[config.mk]
export PLATFORM = sky130hd
export DESIGN_NAME = ibea_core
export DESIGN_NICKNAME = d
export VERILOG_FILES = /design/src/ibea_pkg.sv /design/src/ibea_core.sv
export SDC_FILE = /design/constraint.sdc
export NUM_CORES = 1
export LEC_CHECK = 0
export ABC_AREA = 1
export BUFFER_PORTS_ARGS = -buffer_cell sky130_fd_sc_hd__buf_2
export CAP_MARGIN = 30
export CORE_MARGIN = 1
export CORE_UTILIZATION = 50
export DETAILED_ROUTE_END_ITERATION = 8
export PLACE_DENSITY = 0.68
export SYNTH_ARGS = -nofsm -noshare
export SYNTH_HDL_FRONTEND = slang
export SYNTH_SLANG_ARGS = --single-unit
[constraint.sdc]
create_clock -name i_clk -period 2.02 [get_ports i_clk]
set_clock_uncertainty 0.1 [all_clocks]
set_input_delay 0.101 -clock i_clk [delete_from_list [all_inputs] [get_ports i_clk]]
set_output_delay 0.101 -clock i_clk [all_outputs]
set_load 0.1 [all_outputs]
[src/ibea_pkg.sv]
// ibea_pkg: constants and types for the two-wire bus error and
// arbitration core.
// assumes a single 100 MHz system clock and an open-drain bus.
package ibea_pkg;

    // -----------------------------------------------------------------
    // timing
    // -----------------------------------------------------------------
    localparam int CLK_MHZ = 100;          // system clock rate
    localparam int T_HALF_NS = 5000;       // half of a 100 kHz bus period
    // least time, so round up to whole cycles
    localparam int HALF_CYC = (T_HALF_NS * CLK_MHZ + 999) / 1000;
    localparam logic [9:0] HALF_CNT = 10'(HALF_CYC - 1);

    // -----------------------------------------------------------------
    // bit positions inside a frame
    // -----------------------------------------------------------------
    localparam logic [3:0] BIT_ADDR = 4'h8;  // rises seen at byte end
    localparam logic [3:0] BIT_ACK = 4'h9;   // rise of the ack bit
    localparam logic [3:0] BIT_OK = 4'h1;    // start/stop legal up to here

    // -----------------------------------------------------------------
    // status codes
    // -----------------------------------------------------------------
    localparam logic [7:0] ST_NONE = 8'hF8;     // nothing to report
    localparam logic [7:0] ST_BUS_ERR = 8'h00;  // misplaced start/stop
    localparam logic [7:0] ST_M_DONE = 8'h28;   // master byte sent
    localparam logic [7:0] ST_ARB_DATA = 8'h38; // lost, not addressed
    localparam logic [7:0] ST_SR = 8'h60;       // own address, write
    localparam logic [7:0] ST_ARB_SR = 8'h68;   // lost, then written to
    localparam logic [7:0] ST_ST = 8'hA8;       // own address, read
    localparam logic [7:0] ST_ARB_ST = 8'hB0;   // lost, then read from

    // -----------------------------------------------------------------
    // controller states
    // -----------------------------------------------------------------
    typedef enum logic [8:0] {
        S_IDLE   = 9'b0_0000_0001,  // not addressed slave, bus watch
        S_START  = 9'b0_0000_0010,  // sda low with scl high
        S_LOW    = 9'b0_0000_0100,  // scl low, data set up
        S_HIGH   = 9'b0_0000_1000,  // scl released, data sampled
        S_HOLD   = 9'b0_0001_0000,  // byte done, scl held low
        S_RSTART = 9'b0_0010_0000,  // repeated start preparation
        S_STOP   = 9'b0_0100_0000,  // stop generation
        S_ERR    = 9'b0_1000_0000,  // bus error, waiting for recovery
        S_SLV    = 9'b1_0000_0000   // addressed slave
    } ibea_state_t;

    // whole state of the core
    typedef struct packed {
        ibea_state_t state;
        logic scl_m;
        logic scl_s;
        logic scl_p;
        logic sda_m;
        logic sda_s;
        logic sda_p;
        logic busy;
        logic [3:0] bcnt;
        logic first;
        logic [7:0] rx;
        logic [9:0] tmr;
        logic ph;
        logic [3:0] mbit;
        logic addr_b;
        logic arb_addr;
        logic [7:0] tx;
        logic flag;
        logic [7:0] status;
        logic start;
        logic stop;
        logic ack_en;
        logic scl_oe_n;
        logic sda_oe_n;
    } ibea_st_t;

    localparam ibea_st_t ST_RESET = '{state: S_IDLE, scl_m: 1'b1,
        scl_s: 1'b1, scl_p: 1'b1, sda_m: 1'b1, sda_s: 1'b1, sda_p: 1'b1,
        status: ST_NONE, scl_oe_n: 1'b1, sda_oe_n: 1'b1, default: '0};

endpackage : ibea_pkg

[src/ibea_core.sv]
// ibea_core: two-wire bus controller that watches for misplaced start
// and stop conditions, recovers from them, and arbitrates as master.
// assumes open-drain pins resolved outside; software side is plain ports.
//
// Overview of operation
// - status reads F8 while flag clear
// - bus error reports status 00
// - start/stop inside a byte is error, except in S_IDLE and S_ERR
// - bus error sets the complete flag
// - recovery: unaddressed slave, stop bit self-clears
// - recovery releases lines, sends no stop
// - repeated start keeps bus, allows turnaround
// - identical masters see no contention
// - sending one while bus low loses
// - data loss: unaddressed or restart later
// - address loss: check own address first
module ibea_core (
    // clock and reset
    input wire logic i_clk,
    input wire logic i_rst_n,
    // software control write
    input wire logic i_ctl_wr,
    input wire logic i_ctl_start,
    input wire logic i_ctl_stop,
    input wire logic i_ctl_ack_en,
    input wire logic i_ctl_int_clr,
    input wire logic [7:0] i_tx_byte,
    input wire logic [6:0] i_own_addr,
    // software status
    output logic o_op_complete,
    output logic [7:0] o_status,
    output logic o_ctl_start,
    output logic o_ctl_stop,
    output logic o_ctl_ack_en,
    output logic [7:0] o_rx_byte,
    output logic o_bus_busy,
    // bus pins
    input wire logic i_scl,
    output logic o_scl_o,
    output logic o_scl_oe_n,
    input wire logic i_sda,
    output logic o_sda_o,
    output logic o_sda_oe_n
);
    import ibea_pkg::*;

    // -----------------------------------------------------------------
    // state and helpers
    // -----------------------------------------------------------------
    ibea_st_t q;        // registered state
    ibea_st_t d;        // next state
    logic start_det;    // start seen on the bus
    logic stop_det;     // stop seen on the bus
    logic scl_rise;     // clock rising edge
    logic scl_fall;     // clock falling edge
    logic tdone;        // half period elapsed
    logic act;          // flag cleared by software
    logic txbit;        // bit this master is sending
    logic lost;         // arbitration lost at this sample
    logic berr;         // misplaced start or stop
    logic adr_end;      // address byte complete on the bus
    logic match;        // address byte names us

    // edges read only the second and third stages, never the first
    assign start_det = q.scl_s & q.scl_p & q.sda_p & ~q.sda_s;
    assign stop_det = q.scl_s & q.scl_p & ~q.sda_p & q.sda_s;
    assign scl_rise = q.scl_s & ~q.scl_p;
    assign scl_fall = ~q.scl_s & q.scl_p;
    assign tdone = (q.tmr == HALF_CNT);
    assign act = i_ctl_wr & i_ctl_int_clr & q.flag;
    assign txbit = (q.mbit < BIT_ADDR) ? q.tx[3'(4'd7 - q.mbit)] : 1'b1;
    // only a one meeting a zero loses; equal bits go on unnoticed
    assign lost = (q.state == S_HIGH) & tdone & q.scl_s & txbit
                & ~q.sda_s & (q.mbit < BIT_ADDR);
    // legal only until the second bit of a byte has been clocked
    assign berr = (start_det | stop_det) & q.busy & (q.bcnt > BIT_OK)
                & (q.state != S_IDLE) & (q.state != S_ERR);
    assign adr_end = scl_fall & q.first & (q.bcnt == BIT_ADDR);
    assign match = (q.rx[7:1] == i_own_addr) & q.ack_en;

    // -----------------------------------------------------------------
    // next state
    // -----------------------------------------------------------------
    always_comb begin
        d = q;
        // two-stage pin synchronisers, then one stage for edges
        d.scl_m = i_scl;
        d.scl_s = q.scl_m;
        d.scl_p = q.scl_s;
        d.sda_m = i_sda;
        d.sda_s = q.sda_m;
        d.sda_p = q.sda_s;
        d.tmr = q.tmr + 10'd1;
        // software write; data byte rides with every write
        if (i_ctl_wr) begin
            d.start = i_ctl_start;
            d.stop = i_ctl_stop;
            d.ack_en = i_ctl_ack_en;
            d.tx = i_tx_byte;
        end
        // clearing the flag brings back the idle code; any set below wins
        if (act) begin
            d.flag = 1'b0;
            d.status = ST_NONE;
        end
        // bus monitor: busy window and position inside the byte
        if (start_det) begin
            d.busy = 1'b1;
            d.bcnt = '0;
            d.first = 1'b1;
        end else if (stop_det) begin
            d.busy = 1'b0;
            d.bcnt = '0;
        end else if (scl_rise && q.busy) begin
            // a data byte's first rise still finds the count at the ack
            // position, so that rise has to shift as well
            if (q.bcnt < BIT_ADDR || q.bcnt == BIT_ACK) begin
                d.rx = {q.rx[6:0], q.sda_s};
            end
            if (q.bcnt == BIT_ACK) begin
                d.bcnt = BIT_OK;
                d.first = 1'b0;
            end else begin
                d.bcnt = q.bcnt + 4'd1;
            end
        end
        unique case (q.state)
            S_IDLE: begin
                // address check also finishes an address arbitration loss
                if (adr_end && match) begin
                    d.state = S_SLV;
                    d.sda_oe_n = 1'b0;
                    d.flag = 1'b1;
                    d.arb_addr = 1'b0;
                    if (q.rx[0]) begin
                        d.status = q.arb_addr ? ST_ARB_ST : ST_ST;
                    end else begin
                        d.status = q.arb_addr ? ST_ARB_SR : ST_SR;
                    end
                end else if (adr_end && q.arb_addr) begin
                    // not for us: same as a loss in the data bits
                    d.flag = 1'b1;
                    d.status = ST_ARB_DATA;
                    d.arb_addr = 1'b0;
                end else if (q.start && !q.busy && !q.flag) begin
                    // a pending start waits here for a free bus
                    d.state = S_START;
                    d.sda_oe_n = 1'b0;
                    d.addr_b = 1'b1;
                    d.mbit = '0;
                end
            end
            S_START: begin
                if (tdone) begin
                    d.state = S_LOW;
                    d.scl_oe_n = 1'b0;
                end
            end
            S_LOW: begin
                // data changes one cycle after scl is pulled low
                d.sda_oe_n = txbit;
                if (tdone) begin
                    d.state = S_HIGH;
                    d.scl_oe_n = 1'b1;
                end
            end
            S_HIGH: begin
                // a slave stretching scl holds the half period back
                if (!q.scl_s) begin
                    d.tmr = '0;
                end
                if (lost) begin
                    d.state = S_IDLE;
                    d.sda_oe_n = 1'b1;
                    if (q.addr_b) begin
                        d.arb_addr = 1'b1;
                    end else begin
                        d.flag = 1'b1;
                        d.status = ST_ARB_DATA;
                    end
                end else if (tdone && q.scl_s) begin
                    d.scl_oe_n = 1'b0;
                    if (q.mbit == BIT_ADDR) begin
                        d.state = S_HOLD;
                        d.sda_oe_n = 1'b1;
                        d.flag = 1'b1;
                        d.status = ST_M_DONE;
                    end else begin
                        d.state = S_LOW;
                        d.mbit = q.mbit + 4'd1;
                    end
                end
            end
            S_HOLD: begin
                // the write that clears the flag carries the next step;
                // stale bits from an earlier write must not steer it
                if (act && i_ctl_stop) begin
                    d.state = S_STOP;
                    d.sda_oe_n = 1'b0;
                    d.ph = 1'b0;
                end else if (act && i_ctl_start) begin
                    // bus stays ours: scl stays low until the restart
                    d.state = S_RSTART;
                    d.ph = 1'b0;
                end else if (act) begin
                    d.state = S_LOW;
                    d.mbit = '0;
                    d.addr_b = 1'b0;
                end
            end
            S_RSTART: begin
                if (tdone && !q.ph) begin
                    d.ph = 1'b1;
                    d.scl_oe_n = 1'b1;
                    d.tmr = '0;
                end else if (tdone && q.scl_s) begin
                    // new address byte may carry the other direction
                    d.state = S_START;
                    d.sda_oe_n = 1'b0;
                    d.addr_b = 1'b1;
                    d.mbit = '0;
                end
            end
            S_STOP: begin
                if (tdone && !q.ph) begin
                    d.ph = 1'b1;
                    d.scl_oe_n = 1'b1;
                    d.tmr = '0;
                end else if (tdone && q.scl_s) begin
                    d.state = S_IDLE;
                    d.sda_oe_n = 1'b1;
                    d.stop = 1'b0;
                end
            end
            S_ERR: begin
                // lines are already free; nothing goes out on the bus
                if (act && i_ctl_stop) begin
                    d.state = S_IDLE;
                    d.stop = 1'b0;
                end
            end
            S_SLV: begin
                // release the acknowledge after the ninth clock
                if (scl_fall && q.bcnt == BIT_ACK) begin
                    d.sda_oe_n = 1'b1;
                end
                if (start_det || stop_det) begin
                    d.state = S_IDLE;
                    d.sda_oe_n = 1'b1;
                end
            end
        endcase
        // a bus error overrides whatever the state was doing
        if (berr) begin
            d.state = S_ERR;
            d.flag = 1'b1;
            d.status = ST_BUS_ERR;
            d.scl_oe_n = 1'b1;
            d.sda_oe_n = 1'b1;
            d.arb_addr = 1'b0;
        end
        if (d.state != q.state) begin
            d.tmr = '0;
        end
    end

    // -----------------------------------------------------------------
    // state register
    // -----------------------------------------------------------------
    always_ff @(posedge i_clk or negedge i_rst_n) begin
        if (!i_rst_n) begin
            q <= ST_RESET;
        end else begin
            q <= d;
        end
    end

    // outputs straight from the state register
    assign o_op_complete = q.flag;
    assign o_status = q.status;
    assign o_ctl_start = q.start;
    assign o_ctl_stop = q.stop;
    assign o_ctl_ack_en = q.ack_en;
    assign o_rx_byte = q.rx;
    assign o_bus_busy = q.busy;
    assign o_scl_oe_n = q.scl_oe_n;
    assign o_sda_oe_n = q.sda_oe_n;
    // open drain: only ever pulls low
    assign o_scl_o = 1'b0;
    assign o_sda_o = 1'b0;
endmodule : ibea_core

### Yosys cells after proc, flatten, opt, wreduce, memory -nomap -nowiden

Index checks and enable logic that the tools add are counted.

| word-level totals | value |
|---|---|
| register bits | 68 |
| bits of input ports | 24 |
| output and inout port bits | 25 |
| word-level logic and storage cells | 236 |

| operators by class | value |
|---|---|
| $add $sub $neg | 4 |
| order comparisons | 4 |
| eq/ne operators | 49 |
| multiplexer cells | 93 |
| bitwise logic cells | 28 |
| reductions and logical operators | 34 |

Operators by type and width:

| cell | count |
|---|---|
| $mux 9 | 26 |
| $pmux 9 s9 | 1 |
| $mux 5 | 10 |
| $ne 3x3->1 const B | 11 |
| $mux 1 | 30 |
| $mux 4 | 6 |
| $ne 2x2->1 const B | 11 |
| $and 1x1->1 | 21 |
| $mux 10 | 2 |
| $pmux 10 s2 | 1 |
| $pmux 9 s2 | 1 |
| $mux 8 | 2 |
| $ne 4x4->1 const B | 4 |
| $pmux 4 s4 | 1 |
| $mux 13 | 1 |
| $eq 4x4->1 const B | 3 |
| $reduce_and 12->1 | 1 |
| $mux 11 | 1 |
| $reduce_and 11->1 | 1 |
| $add 10x1->10 const B | 1 |
| $eq 10x9->1 const B | 1 |
| $logic_and 1x1->1 | 10 |
| $eq 9x1->1 const B | 1 |
| $eq 9x2->1 const B | 1 |
| 41 further kinds | 64 |

### Longest topological paths before layout

| depth | value |
|---|---|
| word-level depth | 12 |
| gate-level depth with buffers | 19 |
| gate-level depth less buffers | 17 |

### Least setup slack after synthesis

Ideal clock, no wire load.

| timing path | value |
|---|---|
| path kind | reg-to-reg |
| start | reg q, in the netlist o_ctl_start |
| end | reg q[29] in the netlist's numbering |
| library setup time | 0.072 ns |
| data arrival time | 2.462 ns |
| data required time | 1.848 ns |
| path slack | -0.615 ns |
| cell stages (with the launch flop) | 15 |
| path buffers | 0 |
| clock period less this slack | 2.635 ns |
| cells stage by stage | dfrtp_1 -> inv_1 -> nor3_1 -> nand2_2 -> inv_1 -> nor2_1 -> nand3_1 -> nand2_2 -> nand2_1 -> nand2_1 -> nand2_1 -> nand2_1 -> nor2_2 -> nand3_4 -> nor2_2 |

RTL lines:

| what | RTL line | RTL |
|---|---|---|
| from (decl) | ibea_core.sv:50 | `ibea_st_t q;` |
| from (signal assigned) | ibea_core.sv:272 | `q <= ST_RESET;` |
| from (signal assigned) | ibea_core.sv:274 | `q <= d;` |

==> flow_metrics.py <==
metrics = {
    "pwr": {
        "p_comb_share_pct": 65.4,
        "power_density_mw_per_mm2": 1245,
        "cellLeakagePower_uw": 0.003747,
        "p_switching_uw": 4708,
        "peakVddDrop_mv": 0.8429,
        "netSwitchingFraction_pct": 51.04,
        "p_int_uw": 4516,
        "seq_power_share_pct": 21.5,
        "pwr-share-clk_pct": 13.1,
    },
    "global_routing": {
        "grt_usage_pct": 34.95,
        "overflow": 0,
        "grt_pass1_vias": 5477,
        "grt_busiest_layer": "met2",
        "grt_max_degree": 69,
        "grt_pass1_wl_um": 26800,
        "grtUsageMet3_pct": 5.710,
        "antenna_found_initial": 0,
        "grtUsageMet2_pct": 58.36,
        "grt_use_met1_pct": 45.65,
    },
    "finish": {
        "antennaDiodeCount": 0,
        "fillers": 649,
        "post-route-util_pct": 80.19,
        "drive_above_1_share_pct": 46.39,
        "fin_nets": 949,
        "final_cell_area_mm2": 0.007410,
        "area_delta_synth_final_pct": 54.90,
    },
    "synthesis": {
        "syn_area_mm2": 0.004783,
        "synth_cell_types": 45,
        "synth_top_area_share_pct": 28.25,
        "syn_avg_cell_area_um2": 6.973,
        "syn_inst": 686,
        "ys_top_cells_by_area": "dfrtp_1 28%, nand2_1 15%, nand3_1 8.3%",
        "synth_area_leader_cell": "dfrtp_1",
        "synthArstFlopShare_pct": 100.0,
        "ys_seq_area_share_pct": 35.94,
        "synthFlopType": "dfrtp_1",
        "synth.most_common_cell": "nand2_1",
        "synth_edf_count": 0,
        "ys_warn_count": 0,
        "synth_seq_cells": 68,
        "synth_common_cells": "190 x nand2_1, 84 x inv_1, 79 x nand3_1, 58 x nor2_1, 54 x dfrtp_1",
    },
    "clocking": {
        "clock_latency_ns": 0.36,
        "cts_root_buffer": "clkbuf_8",
        "clkSinkCount": 68,
        "cts_tree": "yes",
        "numCtsBuffers": 9,
        "clockBufferDepth": 2,
        "h-tree-depth": 3,
        "clkTransAtPathRegs_ns": 0.09,
    },
    "worst_setup_path": {
        "cp_common_cell": "nand2_2",
        "critPathMaxStageDelay_ns": 0.58,
        "cp_slowest_cell": "dfstp_2",
        "crit_type": "reg2reg",
        "end_kind": "flip-flop",
        "arrival_ns": 2.73,
        "crit_required_ns": 2.20,
        "timing.critical_path.buf_inv": 2,
        "cp_top_family": "simple AND/OR/NAND/NOR gates",
        "critPathMaxFanout": 7,
        "path_cells": "inv_1, nand3_1, a21oi_2, buf_4, nor2_2, nand2_4, nand2_8, nand2_2, nand2_2, nand2_1, nand2_2, nand3_2, nor2_4, nand3_4, nor2_2",
        "startpoint_type": "flip-flop",
    },
    "routing": {
        "dr.pass1.iters": 5,
        "drt_wl_total_um": 16890,
        "post-route-drc-count": 0,
        "vias": 5607,
        "viasPerCell": 5.310,
        "drt_iter0_drc": 372,
        "drtAntennaViolNets": 0,
        "post_drt_wl_per_cell_um": 15.99,
    },
    "sta": {
        "hold_violations": 0,
        "rsz0062_at_grt": "true",
        "worstMarginPinSlew_ns": 0.7890,
        "finalSetupViolCount": 30,
        "layout_setup_ws_ns": -0.5307,
        "final.min_clock_period_ns": 2.551,
        "hold_ws_ns": 0.1198,
        "slew_violations": 0,
        "fmax_mhz": 392.1,
        "slew_headroom_pct": 46.73,
        "post-route-period-util_pct": 126.3,
    },
    "floorplanning": {
        "core_mm2": 0.009240,
        "ios": 49,
        "core.rowCount": 35,
        "die_h_um": 99.81,
        "start_util_pct": 51.77,
        "die_w_um": 99.81,
        "dieArea_mm2": 0.009962,
    },
    "placement": {
        "preCtsSetupSlack_ns": -0.4809,
        "place_hpwl_um": 11840,
        "io_buffers": 46,
        "place.gp.congestion": 0.9512,
        "dpl_cell_area_mm2": 0.006292,
    },
    "run_status": {
        "violations": "setup timing",
        "status": "finished, violations left",
    },
    "flow_run": {
        "max-cap-violations": 0,
    },
    "worst_hold_path": {
        "hold_path_class": "in2reg",
    },
}
-- repair_timing --
action                                 in CTS  in global routing
resized for setup                          94                 76
buffers inserted                           20                  6
gates cloned                                1                  0
pin swaps                                  29                 31
setup endpoints to repair                  29                 38
endpoints found under the hold margin      82                  0
hold buffers                               15                  0
-- metrics by stage --
step	power, uW	TNS, ns	cells
floorplan	5265	-1.206	687
global placement	6771	-7.792	1003
detailed placement	6854	-8.630	1003
CTS	8785	-5.939	1054
global route	9721	-10.92	1056
finish	9224	-8.128	1056
-- cells in the final DEF, fill, tap and decap left out, drive strengths merged, types with 3 or more instances in the layout --
cell | synthesis | routed
o21ai | 37 | 37
o2111ai | 3 | 3
nand4 | 19 | 19
dfstp | 14 | 14
nor2 | 82 | 82
buf | 22 | 233
dlygate4sd3 | 0 | 15
ha | 3 | 3
dfrtp | 54 | 54
a21oi | 14 | 14
o211ai | 3 | 3
nor4 | 3 | 3
nor3b | 5 | 5
clkbuf | 3 | 9
or2 | 7 | 7
and2 | 3 | 3
inv | 93 | 97
nand3 | 85 | 86
nand3b | 3 | 3
xor2 | 3 | 3
nor3 | 11 | 11
nand2 | 207 | 207
-- final timing paths --
kind / startpoint / end / slack [ns] / depth (start not counted)
min reg2reg: d[54] / d[53] / 0.26 / 0
max: q[59] / q[33] / -0.53 / 15
max in group asynchronous: i_rst_n / q[56] / 1.28 / 3
min: i_ctl_wr / q[21] / 0.12 / 4
min in group asynchronous: i_rst_n / o_rx_byte[6] / 0.19 / 3
max reg2reg: q[59] / q[33] / -0.53 / 15
-- worst reg2reg max path, delay by kind of cell (launching register included) --
family / cells / cell delay [ns]
and+or+nand+nor: 12 / 1.46
DFF: 1 / 0.58
buffers and inverters: 2 / 0.24
AOI/OAI and AO/OA: 1 / 0.09
-- final cells by class --
cell class	count	area, um2	area share (%)
clock buffer	9	123.9	1.672
clock inverter	7	80.08	1.081
inverter	94	370.4	4.998
multi-input combinational	501	3050	41.17
sequential	68	1735	23.42
tap	129	161.4	2.178
timing repair buffer	248	1888	25.48
-- sequential cells by signal, summed over array words and instances, names as in the netlist --
name	flops
d	4
o_bus_busy	1
o_ctl_ack_en	1
o_ctl_start	1
o_ctl_stop	1
o_op_complete	1
o_rx_byte	8
o_scl_oe_n	1
o_sda_oe_n	1
o_status	8
q	41
-- cell families after synthesis --
group | after synthesis | synth area share (%)
XOR/XNOR | 4 | 0.7325
AND/OR/NAND/NOR | 425 | 43.21
AO/OA/AOI/OAI | 66 | 7.900
adder cells (fa/ha/maj) | 3 | 0.7848
flip-flops | 68 | 35.94
buffers and inverters | 119 | 11.35
other | 1 | 0.07840
-- power by group through the flow --
stage	combinational (uW)	clock (uW)	sequential [uW]
global route	6430	1270	2020
detailed placement	4870	0	1980
CTS	5590	1220	1970
global placement	4810	0	1960
floorplan	3150	0	2110
finish	6030	1210	1980
-- layer usage --
layer,vias up,share of wire (%)
li1,2675,-
met1,2668,42
met2,213,48
met3,51,6.3
met4,0,3.8
met5,-,0
No activity file was read; power rests on OpenSTA's default activity.
